==> src/tmrirq_regs.svh <==
// register offsets, field positions, reset values and widths of the timer flag block
`ifndef TMRIRQ_REGS_SVH
`define TMRIRQ_REGS_SVH

`define TMRIRQ_NUM_TIMERS      2
`define TMRIRQ_NUM_CHANNELS    4
`define TMRIRQ_COUNT_WIDTH     16

`define TMRIRQ_T1_BASE         32'h4000E000
`define TMRIRQ_T2_BASE         32'h4000F000
`define TMRIRQ_BASE_STEP       32'h00001000
`define TMRIRQ_OFS_CONTROL     32'h00000000
`define TMRIRQ_OFS_SW_UPDATE   32'h00000014
`define TMRIRQ_OFS_RELOAD      32'h0000002C
`define TMRIRQ_OFS_CAPTURE     32'h00000034
`define TMRIRQ_OFS_FLAG        32'h00000050
`define TMRIRQ_OFS_MASK        32'h00000054
`define TMRIRQ_OFS_MISSED      32'h00000058
`define TMRIRQ_IRQ_SET_ADDR    32'h4000A000
`define TMRIRQ_IRQ_CLR_ADDR    32'h4000A004

`define TMRIRQ_CTRL_BUF_BIT    7
`define TMRIRQ_CTRL_ALIGN_HI   6
`define TMRIRQ_CTRL_ALIGN_LO   5
`define TMRIRQ_CTRL_DIR_BIT    4
`define TMRIRQ_CTRL_PULSE_BIT  3
`define TMRIRQ_CTRL_SRC_BIT    2
`define TMRIRQ_CTRL_UDIS_BIT   1
`define TMRIRQ_CTRL_EN_BIT     0
`define TMRIRQ_CTRL_RESET      8'h00

`define TMRIRQ_FLAG_TRIG_BIT   0
`define TMRIRQ_FLAG_CH_LO      1
`define TMRIRQ_FLAG_UPD_BIT    5
`define TMRIRQ_FLAG_WIDTH      6
`define TMRIRQ_FLAG_RESET      6'h00
`define TMRIRQ_MISS_RESET      4'h0
`define TMRIRQ_RELOAD_RESET    16'hFFFF

`endif

==> src/tmrirq_pkg.sv <==
// types shared by the timer flag and count control block
package tmrirq_pkg;

   typedef enum logic [1:0]
   {
      TMRIRQ_ALIGN_EDGE = 2'b00,
      TMRIRQ_ALIGN_DOWN = 2'b01,
      TMRIRQ_ALIGN_UP   = 2'b10,
      TMRIRQ_ALIGN_BOTH = 2'b11
   } tmrirq_align_t;

   typedef struct packed
   {
      logic          reload_buffer_enable;
      tmrirq_align_t alignment_select;
      logic          count_direction;
      logic          single_pulse_select;
      logic          update_source_select;
      logic          update_disable;
      logic          counter_enable;
   } tmrirq_ctrl_t;

   typedef struct packed
   {
      logic [3:0] channel_event;
      logic [3:0] channel_is_input;
      logic       trigger;
      logic       gated_mode;
      logic       trigger_mode;
      logic       slave_reset;
      logic       count_tick;
   } tmrirq_evt_t;

endpackage

==> src/tmrirq_counter.sv <==
// counter core: direction, alignment, reload buffering and update event generation
`timescale 1ns/100ps
`include "tmrirq_regs.svh"
module tmrirq_counter #(
   parameter int WIDTH = `TMRIRQ_COUNT_WIDTH
) (
   // clock and reset
   input  wire logic                 clk_i,
   input  wire logic                 reset_i,
   // control
   input  wire tmrirq_pkg::tmrirq_ctrl_t ctrl_i,
   input  wire logic                 tick_i,
   input  wire logic                 sw_update_i,
   input  wire logic                 slave_reset_i,
   input  wire logic                 reload_wr_i,
   input  wire logic [WIDTH-1:0]     reload_data_i,
   // status
   output logic [WIDTH-1:0]          count_o,
   output logic [WIDTH-1:0]          reload_o,
   output logic                      down_o,
   output logic                      update_event_o,
   output logic                      update_flag_set_o
);
   logic [WIDTH-1:0] count;
   logic [WIDTH-1:0] reload_active;
   logic [WIDTH-1:0] reload_buffer;
   logic             down;
   logic             edge_mode;
   logic             running;
   logic             overflow;
   logic             underflow;
   logic             reinit;
   logic [WIDTH-1:0] next_count;
   logic             next_down;

   assign edge_mode = (ctrl_i.alignment_select == tmrirq_pkg::TMRIRQ_ALIGN_EDGE);
   assign running   = ctrl_i.counter_enable & tick_i;
   assign overflow  = running & ~down & (count >= reload_active);
   assign underflow = running & down & (count == '0);
   assign reinit    = sw_update_i | slave_reset_i;
   // update event suppressed by the disable bit
   assign update_event_o = ~ctrl_i.update_disable & (overflow | underflow | reinit);
   // update flag source select
   assign update_flag_set_o = update_event_o &
                              (~ctrl_i.update_source_select | overflow | underflow);

   // edge mode follows the direction bit, centre modes turn round at the ends
   always_comb
   begin
      next_count = count;
      next_down  = edge_mode ? ctrl_i.count_direction : down;
      if (reinit)
      begin
         next_count = (edge_mode & ctrl_i.count_direction) ? reload_active : '0;
      end
      else if (running)
      begin
         if (edge_mode)
         begin
            if (ctrl_i.count_direction)
               next_count = (count == '0) ? reload_active : count - 1'b1;
            else
               next_count = overflow ? '0 : count + 1'b1;
         end
         else if (overflow)
         begin
            next_down  = 1'b1;
            next_count = count - 1'b1;
         end
         else if (underflow)
         begin
            next_down  = 1'b0;
            next_count = count + 1'b1;
         end
         else
         begin
            next_count = down ? count - 1'b1 : count + 1'b1;
         end
      end
   end

   always_ff @(posedge clk_i or posedge reset_i)
   begin
      if (reset_i)
      begin
         count         <= '0;
         down          <= 1'b0;
         reload_active <= `TMRIRQ_RELOAD_RESET;
         reload_buffer <= `TMRIRQ_RELOAD_RESET;
      end
      else
      begin
         count <= next_count;
         down  <= next_down;
         if (reload_wr_i)
            reload_buffer <= reload_data_i;
         // unbuffered reload acts at once, buffered waits for the update event
         if (reload_wr_i & ~ctrl_i.reload_buffer_enable)
            reload_active <= reload_data_i;
         else if (update_event_o)
            reload_active <= reload_buffer;
      end
   end

   assign count_o  = count;
   assign reload_o = reload_buffer;
   assign down_o   = down;
endmodule

==> src/tmrirq_flags.sv <==
// per-timer interrupt flags, missed-event flags and request mask
`timescale 1ns/100ps
`include "tmrirq_regs.svh"
module tmrirq_flags (
   // clock and reset
   input  wire logic                          clk_i,
   input  wire logic                          reset_i,
   // events
   input  wire logic                          trigger_set_i,
   input  wire logic [3:0]                    channel_event_i,
   input  wire logic [3:0]                    channel_is_input_i,
   input  wire tmrirq_pkg::tmrirq_align_t     align_i,
   input  wire logic                          down_i,
   input  wire logic                          update_set_i,
   input  wire logic [3:0]                    capture_read_i,
   // software access
   input  wire logic                          flag_wr_i,
   input  wire logic                          miss_wr_i,
   input  wire logic                          mask_wr_i,
   input  wire logic [`TMRIRQ_FLAG_WIDTH-1:0] wdata_i,
   // state
   output logic [`TMRIRQ_FLAG_WIDTH-1:0]      flag_o,
   output logic [3:0]                         missed_o,
   output logic [`TMRIRQ_FLAG_WIDTH-1:0]      mask_o,
   output logic                               request_o
);
   logic [`TMRIRQ_FLAG_WIDTH-1:0] flag;
   logic [`TMRIRQ_FLAG_WIDTH-1:0] mask;
   logic [3:0]                    missed;
   logic [3:0]                    dir_ok;
   logic [3:0]                    ch_set;
   logic [3:0]                    ch_clear;
   logic [`TMRIRQ_FLAG_WIDTH-1:0] set_vec;
   logic [`TMRIRQ_FLAG_WIDTH-1:0] clr_vec;

   // compare flags of output channels follow the counting direction in alignments 01 and 10
   assign dir_ok = {4{(align_i == tmrirq_pkg::TMRIRQ_ALIGN_EDGE) |
                      (align_i == tmrirq_pkg::TMRIRQ_ALIGN_BOTH) |
                      ((align_i == tmrirq_pkg::TMRIRQ_ALIGN_DOWN) & down_i) |
                      ((align_i == tmrirq_pkg::TMRIRQ_ALIGN_UP) & ~down_i)}};
   assign ch_set   = channel_event_i & (channel_is_input_i | dir_ok);
   // capture read clears the channel flag
   assign ch_clear = capture_read_i & channel_is_input_i;
   assign set_vec  = {update_set_i, ch_set, trigger_set_i};
   // write one to clear
   assign clr_vec  = ({`TMRIRQ_FLAG_WIDTH{flag_wr_i}} & wdata_i) |
                     {1'b0, ch_clear, 1'b0};

   always_ff @(posedge clk_i or posedge reset_i)
   begin
      if (reset_i)
      begin
         flag   <= `TMRIRQ_FLAG_RESET;
         missed <= `TMRIRQ_MISS_RESET;
         mask   <= `TMRIRQ_FLAG_RESET;
      end
      else
      begin
         // a new event beats a clear in the same cycle
         flag <= (flag & ~clr_vec) | set_vec;
         // event on a still-set flag is recorded, set beats clear
         missed <= (missed & ~({4{miss_wr_i}} & wdata_i[3:0])) |
                   (ch_set & flag[`TMRIRQ_FLAG_CH_LO +: 4]);
         if (mask_wr_i)
            mask <= wdata_i;
      end
   end

   // only masked-in flags request
   assign request_o = |(flag & mask);
   assign flag_o    = flag;
   assign missed_o  = missed;
   assign mask_o    = mask;
endmodule

==> src/tmrirq_top.sv <==
// two general-purpose timers: interrupt flags, masks, enables and count control
// Function
// - set/clear registers enable each timer's interrupt
// - trigger, channel, update events set flags
// - writing one clears a flag bit
// - capture register read clears channel flag
// - only masked-in flags raise the interrupt
// - channel event on set channel flag marks missed bit
// - writing one clears a missed bit
// - bit 7 buffers the auto-reload value
// - alignment 00 counts one way by direction
// - alignment 01 sets compare flags counting down
// - alignment 10 sets compare flags counting up
// - alignment 11 sets compare flags both ways
// - bit 4 selects up or down count in alignment 00
// - bit 3 stops counter at update event
// - bit 2 narrows update flag sources
// - bit 1 blocks update events, reinit remains
// - bit 0 enables counting, trigger sets it
//
// Decided for this implementation: strobed register access.
`timescale 1ns/100ps
`include "tmrirq_regs.svh"
module tmrirq_top #(
   parameter int NT    = `TMRIRQ_NUM_TIMERS,
   parameter int WIDTH = `TMRIRQ_COUNT_WIDTH
) (
   // clock and reset
   input  wire logic                          clk_i,
   input  wire logic                          reset_i,
   // register port
   input  wire logic [31:0]                   addr_i,
   input  wire logic [31:0]                   wdata_i,
   input  wire logic                          wr_i,
   input  wire logic                          rd_i,
   output logic [31:0]                        rdata_o,
   // timer events, one struct per timer
   input  wire tmrirq_pkg::tmrirq_evt_t [NT-1:0] evt_i,
   // interrupt lines and counts
   output logic [NT-1:0]                      irq_o,
   output logic [NT-1:0][WIDTH-1:0]           count_o
);
   logic [NT-1:0]                    irq_enable;
   logic [NT-1:0]                    trig_prev;
   logic [NT-1:0]                    irq_line;
   logic [NT-1:0][WIDTH-1:0]         count;
   logic [NT-1:0][31:0]              rd_word;
   logic                             sel_set;
   logic                             sel_clr;
   logic [31:0]                      next_rdata;

   // decodes a word offset within one timer's window
   function automatic logic hit(input logic [31:0] a, input logic [31:0] base,
                                input logic [31:0] ofs);
      hit = (a == base + ofs);
   endfunction

   assign sel_set = (addr_i == `TMRIRQ_IRQ_SET_ADDR);
   assign sel_clr = (addr_i == `TMRIRQ_IRQ_CLR_ADDR);

   genvar t;
   generate
      for (t = 0; t < NT; t = t + 1)
      begin : g_timer
         localparam logic [31:0] BASE = `TMRIRQ_T1_BASE + 32'(t) * `TMRIRQ_BASE_STEP;
         tmrirq_pkg::tmrirq_ctrl_t           ctrl;
         tmrirq_pkg::tmrirq_ctrl_t           next_ctrl;
         logic                               sel_ctrl;
         logic                               sel_ug;
         logic                               sel_reload;
         logic                               sel_flag;
         logic                               sel_mask;
         logic                               sel_miss;
         logic [3:0]                         sel_cap;
         logic                               trig_edge;
         logic                               trig_set;
         logic                               update_event;
         logic                               upd_set;
         logic                               down;
         logic                               sw_update;
         logic [WIDTH-1:0]                   reload;
         logic [`TMRIRQ_FLAG_WIDTH-1:0]      flag;
         logic [`TMRIRQ_FLAG_WIDTH-1:0]      mask;
         logic [3:0]                         missed;
         logic                               request;
         logic [3:0][WIDTH-1:0]              capture;
         logic [31:0]                        cap_word;

         assign sel_ctrl   = hit(addr_i, BASE, `TMRIRQ_OFS_CONTROL);
         assign sel_ug     = hit(addr_i, BASE, `TMRIRQ_OFS_SW_UPDATE);
         assign sel_reload = hit(addr_i, BASE, `TMRIRQ_OFS_RELOAD);
         assign sel_flag   = hit(addr_i, BASE, `TMRIRQ_OFS_FLAG);
         assign sel_mask   = hit(addr_i, BASE, `TMRIRQ_OFS_MASK);
         assign sel_miss   = hit(addr_i, BASE, `TMRIRQ_OFS_MISSED);
         assign sw_update  = wr_i & sel_ug & wdata_i[0];

         genvar c;
         for (c = 0; c < 4; c = c + 1)
         begin : g_cap
            assign sel_cap[c] = hit(addr_i, BASE, `TMRIRQ_OFS_CAPTURE + 32'(4 * c));
         end

         // rising edge, or either edge in gated mode
         assign trig_edge = evt_i[t].trigger & ~trig_prev[t];
         assign trig_set  = evt_i[t].gated_mode ? (evt_i[t].trigger ^ trig_prev[t])
                                                : trig_edge;

         // software write first, then hardware set and clear of the enable
         always_comb
         begin
            next_ctrl = ctrl;
            if (wr_i & sel_ctrl)
               next_ctrl = tmrirq_pkg::tmrirq_ctrl_t'(wdata_i[7:0]);
            if (evt_i[t].trigger_mode & trig_edge)
               next_ctrl.counter_enable = 1'b1;
            if (update_event & ctrl.single_pulse_select)
               next_ctrl.counter_enable = 1'b0;
         end

         always_ff @(posedge clk_i or posedge reset_i)
         begin
            if (reset_i)
            begin
               ctrl         <= tmrirq_pkg::tmrirq_ctrl_t'(`TMRIRQ_CTRL_RESET);
               trig_prev[t] <= 1'b0;
               capture      <= '0;
            end
            else
            begin
               ctrl         <= next_ctrl;
               trig_prev[t] <= evt_i[t].trigger;
               for (int k = 0; k < 4; k++)
                  if (evt_i[t].channel_event[k] & evt_i[t].channel_is_input[k])
                     capture[k] <= count[t];
            end
         end

         tmrirq_counter #(
            .WIDTH (WIDTH)
         ) u_counter (
            .clk_i             (clk_i),
            .reset_i           (reset_i),
            .ctrl_i            (ctrl),
            .tick_i            (evt_i[t].count_tick),
            .sw_update_i       (sw_update),
            .slave_reset_i     (evt_i[t].slave_reset),
            .reload_wr_i       (wr_i & sel_reload),
            .reload_data_i     (wdata_i[WIDTH-1:0]),
            .count_o           (count[t]),
            .reload_o          (reload),
            .down_o            (down),
            .update_event_o    (update_event),
            .update_flag_set_o (upd_set)
         );

         tmrirq_flags u_flags (
            .clk_i              (clk_i),
            .reset_i            (reset_i),
            .trigger_set_i      (trig_set),
            .channel_event_i    (evt_i[t].channel_event),
            .channel_is_input_i (evt_i[t].channel_is_input),
            .align_i            (ctrl.alignment_select),
            .down_i             (down),
            .update_set_i       (upd_set),
            .capture_read_i     ({4{rd_i}} & sel_cap),
            .flag_wr_i          (wr_i & sel_flag),
            .miss_wr_i          (wr_i & sel_miss),
            .mask_wr_i          (wr_i & sel_mask),
            .wdata_i            (wdata_i[`TMRIRQ_FLAG_WIDTH-1:0]),
            .flag_o             (flag),
            .missed_o           (missed),
            .mask_o             (mask),
            .request_o          (request)
         );

         // masked request gated by the per-timer enable
         assign irq_line[t] = request & irq_enable[t];

         assign cap_word = sel_cap[0] ? 32'(capture[0]) :
                           sel_cap[1] ? 32'(capture[1]) :
                           sel_cap[2] ? 32'(capture[2]) :
                           sel_cap[3] ? 32'(capture[3]) : 32'h00000000;

         // reserved control bits read as zero
         assign rd_word[t] = sel_ctrl   ? {24'h000000, ctrl} :
                             sel_reload ? 32'(reload) :
                             sel_flag   ? 32'(flag) :
                             sel_mask   ? 32'(mask) :
                             sel_miss   ? {28'h0000000, missed} :
                             cap_word;
      end
   endgenerate

   // read mux: unmapped addresses return zero
   always_comb
   begin
      next_rdata = 32'h00000000;
      if (sel_set | sel_clr)
         next_rdata = 32'(irq_enable);
      for (int i = 0; i < NT; i++)
         next_rdata = next_rdata | rd_word[i];
   end

   always_ff @(posedge clk_i or posedge reset_i)
   begin
      if (reset_i)
      begin
         irq_enable <= '0;
         rdata_o    <= 32'h00000000;
         irq_o      <= '0;
         count_o    <= '0;
      end
      else
      begin
         // write one to set, write one to clear
         if (wr_i & sel_set)
            irq_enable <= irq_enable | wdata_i[NT-1:0];
         else if (wr_i & sel_clr)
            irq_enable <= irq_enable & ~wdata_i[NT-1:0];
         rdata_o <= rd_i ? next_rdata : 32'h00000000;
         irq_o   <= irq_line;
         count_o <= count;
      end
   end
endmodule

==> config.mk <==
export PLATFORM = sky130hd
export DESIGN_NAME = tmrirq_top
export DESIGN_NICKNAME = d
export VERILOG_FILES = /design/src/tmrirq_pkg.sv /design/src/tmrirq_counter.sv /design/src/tmrirq_flags.sv /design/src/tmrirq_top.sv
export VERILOG_INCLUDE_DIRS = /design/src
export SDC_FILE = /design/constraint.sdc
export NUM_CORES = 1
export LEC_CHECK = 0
export BUFFER_PORTS_ARGS = -buffer_cell sky130_fd_sc_hd__buf_2
export CORE_UTILIZATION = 40
export CTS_CLUSTER_DIAMETER = 80
export DETAILED_ROUTE_END_ITERATION = 7
export SLEW_MARGIN = 20
export SYNTH_ARGS = -nofsm -noshare
export SYNTH_HDL_FRONTEND = slang
export SYNTH_SLANG_ARGS = --single-unit
==> constraint.sdc <==
create_clock -name clk_i -period 27.2 [get_ports clk_i]
set_input_delay 5.44 -clock clk_i [delete_from_list [all_inputs] [get_ports clk_i]]
set_output_delay 5.44 -clock clk_i [all_outputs]
set_load 0.005 [all_outputs]
==> results_dict.tcl, run 1 <==
set metrics [dict create \
    cts_hold_buf 0 \
    drv_slew 0 \
    via_count 15229 \
    regArea_um2 8290 \
    mostFrequentLayoutCells "dfrtp_1, nand2_1, mux2_2" \
    die_area_um2 46100 \
    drt_iter0_drc 1463 \
    critPathLaunchType "input pin" \
    crit_family "simple AND/OR/NAND/NOR gates" \
    synthDistinctLibCells 91 \
    status "finished, final reports clean" \
    setup_tns_ps 0 \
    cts_made_buffers 39 \
    diodes 0 \
    worstMarginPinSlew_ps 1130 \
    crit_end "g_timer[0].u_counter.reload_active[13]" \
    final-setup-viol-count 0 \
    hp-class "reg2reg" \
    drc 0 \
    rsz0062_at_grt "false" \
    clk_pin_slew_ps 60 \
    wirelength_um 59200 \
    p_comb_share_pct 12.5 \
    grt_overflow 0 \
    min_period_ps 8770 \
    fin_nets 2009 \
    whs_ps 477 \
    synth_area_leaders "dfrtp_1, mux2_2, dfstp_2" \
    path_depth 9 \
    grt_start_max_net_pins 141 \
    yosysTopAreaCellShare_pct 36.5 \
    buffer_ports.inserted 127 \
    r2r_cells 9 \
    clock_insertion_delay_worst_skew_ps 550 \
    fmax_mhz 114 \
    final_antenna_net_count 0 \
    antenna_found_initial 1 \
    clock_path_buffers 3 \
    relSlewSlack_pct 24.2 \
    cts_root_buffer "clkbuf_16" \
    path_cells "buf_2, nor4b_1, nand4_1, nor4_4, buf_4, nand2_1, or2_1, nor2_1, a31oi_1" \
    hold_violations 0 \
    end_kind "flip-flop" \
    pwr-share-seq_pct 43.4 \
    layout_commonest_cell "dfrtp_1" \
    wire_per_inst_um 23.8 \
    path_class "in2reg" \
    synth_area_leader_cell "dfrtp_1" \
    synth_area_per_cell_um2 10.1 \
    power_density_nw_per_um2 58.7 \
    drt_pass1_iterations 6 \
    ys.flop_type "dfrtp_1" \
    ys_ff_latch 328 \
    critPathRequiredTime_ps 27630 \
    initial_core_util_pct 40.8 \
    hpwlAfterDp_um 41200 \
    grt_pass1_vias 15174 \
    fill_cells 4185 \
    power.total_mw 1.20 \
    core_area_um2 44400 \
    crit_fanout 32 \
    rows 77 \
    viasPerCell 6.11 \
    reg2reg_to "g_timer[1].u_counter.count_o[5]" \
    vdd_drop_max_mv 0.0307 \
    final_cell_area_um2 20400 \
    cts_resized 0 \
    grt_usage_pct 25.7 \
    clockPowerShare_pct 44.1 \
    place_congestion 0.936 \
    multi_input_area_um2 9030 \
    clock-sinks 328 \
    timing.rr.start "g_timer[1].u_counter.count_o[0]" \
    worstSetupStartpoint "addr_i[25]" \
    yosys_warnings 0 \
    post-route-period-util_pct 32.2 \
    drive_gt1_share_pct 24.2 \
    path_buf_inv 2 \
    rrSetupSlack_ps 23430 \
    synth_edf_count 0 \
    critPathSlowestCell "or2_1" \
    cap_violations 0 \
    cp.arrival_ps 9190 \
    syn_to_final_growth_pct 12.9 \
    switching_power_mw 0.324 \
    p_sw_share_pct 27.0 \
    htree_levels 2 \
    p_int_mw 0.876 \
    synthesis.area_um2 18100 \
    postSynth.asyncResetShare_pct 100 \
    cts_tree "yes" \
    grt_first_pass_wirelength_um 91900 \
    fin_skew_ps 11.2 \
    slowest_delay_ps 820 \
    io_pins 160 \
    p_leak_nw 8.95 \
    fp.dieW_um 215 \
    placed_cell_area_um2 19100 \
    syn_inst 1799 \
    synth-seq-area-share_pct 45.8 \
    die_h_um 215 \
    post_cts_buffers 0 \
]
stage by stage:
step	setup WS, ps	util [%]	std cells
2_1_floorplan	12780	-	1814
4_1_cts	18340	46.0	2491
3_5_place_dp	17800	43.0	2420
6_report	18430	46.0	2491
3_3_place_gp	17840	43.0	2420
5_1_grt	18170	46.0	2491
synth_stat cells (7+ instances only):
master and number:
ha_1 46, buf_2 20, a31oi_1 44, or4_1 9
and3_1 14, o22ai_1 9, nor4_1 10, inv_1 70
dfstp_2 64, clkbuf_1 83, dfrtp_1 264, nor2_1 92
and4_1 7, mux2_2 153, nor4b_1 7, a211oi_1 15
a21o_1 12, buf_1 13, xor2_1 21, or3_1 7
o2bb2ai_1 7, o211ai_1 13, a41oi_1 7, o31ai_1 9
nand4_1 21, a22oi_1 41, a222oi_1 17, a21oi_1 56
nor3_1 30, and2_1 12, xnor2_1 29, a22o_1 17
nand2_1 171, mux2i_1 34, nand3_1 68, buf_4 18
o21ai_0 143, a221oi_1 30
worst register-to-register path: cells and delay by family, from the launching register on:
| family | cells | cell delay (ps) |
|---|---|---|
| AOI/OAI and AO/OA | 4 | 1830 |
| adders and majority gates | 1 | 330 |
| buffers and inverters | 1 | 230 |
| DFF | 1 | 490 |
| muxes | 1 | 490 |
| and+or+nand+nor | 2 | 270 |
power by group through the flow:
stage	registers (mW)	clock network [mW]	logic [mW]
5_1_grt	0.523	0.564	0.164
4_1_cts	0.521	0.542	0.147
3_3_place_gp	0.529	0	0.144
3_5_place_dp	0.530	0	0.147
6_report	0.521	0.529	0.150
2_1_floorplan	0.521	0	0.106
logic make-up after synthesis:
logic type	Yosys count	share of synthesized area, %
and+or+nand+nor	491	13.9
buffers and inverters	206	4.78
other	1	0.0207
AOI/OAI and AO/OA	488	18.4
adders and majority gates	46	3.18
DFF	328	45.8
xor gates and xnor gates	50	2.42
muxes	189	11.5
final cells by class:
type | instances | area share [%]
clock buffers | 60 | 5.96
well taps | 592 | 3.62
clock inverters | 11 | 0.484
flip-flops and latches | 328 | 40.5
inverters | 72 | 1.36
multi-input cells | 1280 | 44.2
repair buffers | 148 | 3.88
sequential cells by signal (all words and copies together), names as in the netlist, 16 cells and up, named ones only:
signal and count:
count_o 32, g_timer.u_counter.reload_active 32, g_timer.ctrl 16, g_timer.u_counter.count_o 32, rdata_o 16, g_timer.u_counter.reload_o 32, g_timer.capture 128
worst min-delay path by stage:
stage,start,end,slack (ps),depth (start not counted)
CTS,g_timer[0].capture[33],g_timer[0].capture[33],480,2
finish,g_timer[0].capture[33],g_timer[0].capture[33],480,2
global route,g_timer[0].capture[12],g_timer[0].capture[12],510,2
detailed placement,g_timer[0].capture[33],g_timer[0].capture[33],470,2
global placement,g_timer[0].capture[33],g_timer[0].capture[33],460,2
floorplan,g_timer[1].u_counter.count_o[4],count_o[20],370,0
routing by layer:
metal	wire length, um	up-vias	track usage [%]
li1	-	6805	-
met1	26300	7609	35.9
met2	27100	703	40.2
met3	4050	112	3.93
met4	1820	0	9.60
met5	0	-	0
Note: power is estimated with default switching activity, not from simulation.
==> inputs of run 2 (changes only) <==
clock period = 7.8 ns   (was 27.2 ns; I/O delays follow)
==> results_dict.tcl, run 2 (synthesized netlist as in run 1, its figures left out) <==
set metrics [dict create \
    utilization_pct 46.1 \
    r2r_cells 9 \
    layout_commonest_cell "dfrtp_1" \
    final-setup-viol-count 0 \
    hpwlAfterDp_um 41300 \
    diodes 0 \
    fill_cells 4177 \
    fp.dieW_um 215 \
    cts_hold_buf 0 \
    regMostFlops "g_timer.capture" \
    timing.rr.start "g_timer[1].u_counter.count_o[0]" \
    whs_ps 478 \
    wire_per_inst_um 23.6 \
    cts_resized 0 \
    cap_violations 0 \
    io_pins 160 \
    rows 77 \
    clk_pin_slew_ps 60 \
    worstSetupStartpoint "addr_i[25]" \
    rrSetupSlack_ps 3960 \
    fin_nets 2007 \
    path_class "in2reg" \
    rsz0062_at_grt "false" \
    crit_end "g_timer[0].u_counter.reload_active[13]" \
    drt_iter0_drc 1545 \
    cp.arrival_ps 5150 \
    place_congestion 0.942 \
    grt_start_max_net_pins 124 \
    multi_input_area_um2 9030 \
    syn_to_final_growth_pct 13.0 \
    cts_tree "yes" \
    critPathRequiredTime_ps 8210 \
    grt_usage_pct 25.3 \
    end_kind "flip-flop" \
    vdd_drop_max_mv 0.116 \
    buffer_ports.inserted 127 \
    die_area_um2 46100 \
    drv_slew 0 \
    drt_pass1_iterations 7 \
    die_h_um 215 \
    cts_root_buffer "clkbuf_16" \
    p_leak_nw 8.95 \
    final_antenna_net_count 0 \
    min_period_ps 4730 \
    hp-class "reg2reg" \
    grt_overflow 0 \
    fmax_mhz 211 \
    hold_violations 0 \
    htree_levels 2 \
    fin_skew_ps 15.3 \
    post-route-period-util_pct 60.7 \
    wirelength_um 58700 \
    critPathLaunchType "input pin" \
    drc 0 \
    worstMarginPinSlew_ps 1150 \
    mostFrequentLayoutCells "dfrtp_1, nand2_1, mux2_2" \
    viasPerCell 6.12 \
    drive_gt1_share_pct 23.9 \
    regArea_um2 8290 \
    setup_tns_ps 0 \
    post_cts_buffers 0 \
    clock_insertion_delay_worst_skew_ps 540 \
    clock-sinks 328 \
    largest_register_ffs 128 \
    crit_fanout 32 \
    grt_first_pass_wirelength_um 90300 \
    antenna_found_initial 2 \
    clock_path_buffers 3 \
    relSlewSlack_pct 22.9 \
    grt_pass1_vias 14718 \
    core_area_um2 44400 \
    initial_core_util_pct 40.8 \
    status "finished, final reports clean" \
    cts_made_buffers 39 \
    reg2reg_to "g_timer[1].u_counter.count_o[5]" \
    power_density_nw_per_um2 207 \
    via_count 15229 \
]
run 2: cell types whose count changed in the layout (fill, tap and decap cells not counted), moves of 2 or more:
cell | before | now
buf_4 | 21 | 17
clkbuf_1 | 8 | 12
clkinv_4 | 3 | 1
clkinv_2 | 4 | 2
bufinv_16 | 1 | 3
run 2: metal layers:
metal  part of all wire [%]  GRT usage (%)
met1                     44           35.8
met2                     46           39.3
met3                    6.9           3.85
met4                    3.2           8.74
met5                  0.027              0
run 2: layout make-up:
type                            instances  area share (%)
Clock buffer                           63            5.91
Clock inverter                          8           0.612
Inverter                               72            1.34
Multi-Input combinational cell       1280            44.1
Sequential cell                       328            40.5
Tap cell                              592            3.62
Timing Repair Buffer                  146            3.88
run 2: worst max-delay path: stages:
cell and delay, ps:
buf_2 100, nor4b_1 380, nand4_1 680, nor4_4 440
buf_4 310, nand2_1 550, or2_1 810, nor2_1 240
a31oi_1 60
run 2: per-stage QoR:
step / total power, mW / instances / setup slack (ps) / cell area [um2]
floorplan: 2.19 / 1814 / 1910 / 18200
global placement: 2.34 / 2418 / 2640 / 19100
detailed placement: 2.35 / 2418 / 2490 / 19100
CTS: 4.27 / 2489 / 3050 / 20400
global route: 4.40 / 2489 / 2770 / 20500
finish: 4.23 / 2489 / 3070 / 20500
run 2: worst min-delay path by stage:
stage	startpoint	end	slack, ps	cells past startpoint
6_report	g_timer[0].capture[44]	g_timer[0].capture[44]	480	2
5_1_grt	g_timer[1].capture[52]	g_timer[1].capture[52]	500	2
4_1_cts	g_timer[0].capture[33]	g_timer[0].capture[33]	480	2
3_5_place_dp	g_timer[0].capture[44]	g_timer[0].capture[44]	470	2
3_3_place_gp	g_timer[0].capture[33]	g_timer[0].capture[33]	460	2
2_1_floorplan	g_timer[1].u_counter.count_o[4]	count_o[20]	370	0
run 2: power breakdown:
| part | switching, mW | internal (mW) |
|---|---|---|
| Combinational | 0.338 | 0.182 |
| Clock | 0.737 | 1.16 |
| Sequential | 0.0545 | 1.76 |
==> inputs of run 3 (changes only) <==
clock period = 4.8 ns   (was 7.8 ns; I/O delays follow)
==> results_dict.tcl, run 3 (synthesized netlist as in run 1, its figures left out) <==
set metrics [dict create \
    status "finished, final reports clean" \
    place_ws_ps 953 \
    crit_fanout 18 \
    hp-class "reg2reg" \
    htree_levels 2 \
    drc 0 \
    min_period_ps 3780 \
    critPathRequiredTime_ps 5230 \
    fin_ws_ps 1020 \
    io_pins 160 \
    grt_first_pass_wirelength_um 92200 \
    wirelength_um 59300 \
    initial_core_util_pct 40.8 \
    whs_ps 482 \
    final-setup-viol-count 0 \
    fin_nets 2032 \
    final_cell_area_um2 20700 \
    post-route-period-util_pct 78.7 \
    drv_slew 0 \
    regMostFlops "g_timer.capture" \
    vdd_drop_max_mv 0.205 \
    diodes 0 \
    place_congestion 0.939 \
    antenna_found_initial 2 \
    rows 77 \
    grt_overflow 0 \
    cts_hold_buf 0 \
    cts_tree "yes" \
    hold_violations 0 \
    largest_register_ffs 128 \
    cts_root_buffer "clkbuf_16" \
    utilization_pct 46.5 \
    power.total_mw 6.91 \
    clk_pin_slew_ps 60 \
    grt_start_max_net_pins 128 \
    path_class "reg2reg" \
    drt_pass1_iterations 6 \
    fp.dieW_um 215 \
    mostFrequentLayoutCells "dfrtp_1, nand2_1, mux2_2" \
    p_leak_nw 9.08 \
    cap_violations 0 \
    wire_per_inst_um 23.6 \
    power_density_nw_per_um2 334 \
    buffer_ports.inserted 127 \
    clock_path_buffers 3 \
    critPathLaunchType "flip-flop" \
    cts_resized 0 \
    cp.arrival_ps 4210 \
    die_area_um2 46100 \
    drive_gt1_share_pct 24.9 \
    post_cts_buffers 0 \
    clock-sinks 328 \
    final_antenna_net_count 0 \
    grt_usage_pct 25.7 \
    hpwlAfterDp_um 41700 \
    drt_iter0_drc 1709 \
    cts_made_buffers 39 \
    die_h_um 215 \
    worstMarginPinSlew_ps 1130 \
    fin_skew_ps 17.9 \
    placed_cell_area_um2 19300 \
    hp-start "g_timer[1].capture[13]" \
    clock_insertion_delay_worst_skew_ps 550 \
    syn_to_final_growth_pct 14.1 \
    via_count 15387 \
    rrSetupSlack_ps 1020 \
    core_area_um2 44400 \
    relSlewSlack_pct 24.3 \
    timing.rr.start "g_timer[1].u_counter.count_o[0]" \
    layout_commonest_cell "dfrtp_1" \
    end_kind "flip-flop" \
    rsz0062_at_grt "false" \
    worstSetupStartpoint "g_timer[1].u_counter.count_o[0]" \
    fmax_mhz 265 \
    grt_pass1_vias 15348 \
    viasPerCell 6.13 \
]
-- run 3: cell types whose count changed in the layout (fill, tap and decap cells not counted), moves of 2 or more --
| cell | previous run | this run |
|---|---|---|
| buf_4 | 17 | 41 |
| clkbuf_1 | 12 | 9 |
| buf_12 | 1 | 3 |
| clkbuf_8 | 10 | 8 |
-- run 3: worst max-delay path: stages (launching register included) --
cell and delay, ps:
dfrtp_1 450, inv_1 200, ha_1 320, nand2b_1 130
a2111oi_0 920, nor4bb_1 120, a211o_1 610, mux2_1 480
a311oi_1 290, o2bb2ai_1 110
-- run 3: worst paths after layout --
| path | end | depth (start not counted) |
|---|---|---|
| worst max-delay path | g_timer[1].u_counter.count_o[5] | 9 |
| worst min-delay path | g_timer[1].capture[13] | 2 |
| worst max register to register | g_timer[1].u_counter.count_o[5] | 9 |
| worst min register to register | g_timer[1].capture[13] | 2 |
| max in group asynchronous | count_o[31] | 3 |
| min in group asynchronous | count_o[8] | 2 |
-- run 3: routing by layer --
metal / vias up / wire length [um] / global-route usage (%)
met2: 684 / 27000 / 40.2
met4: 2 / 2260 / 10.3
met1: 7709 / 25900 / 35.9
li1: 6844 / - / -
met5: - / 16 / 0
met3: 148 / 4110 / 3.60
-- run 3: stage by stage --
| step | TNS (ps) | instances |
|---|---|---|
| floorplan | -128420 | 1814 |
| global placement | 0 | 2443 |
| detailed placement | 0 | 2443 |
| CTS | 0 | 2512 |
| global route | 0 | 2512 |
| finish | 0 | 2512 |
-- run 3: final cells by class --
class | count | area [um2]
fill | 4146 | 23800
multi-input combinational | 1280 | 9010
sequential | 328 | 8290
clock buffer | 58 | 1170
timing repair buffer | 171 | 1000
tap | 592 | 741
inverter | 72 | 274
clock inverter | 11 | 168
-- run 3: report_power, final --
part	total, mW	leakage (nW)	switching (mW)	internal, mW
logic	0.869	4.26	0.559	0.309
clock network	3.09	0.650	1.19	1.90
registers	2.94	4.17	0.0836	2.86
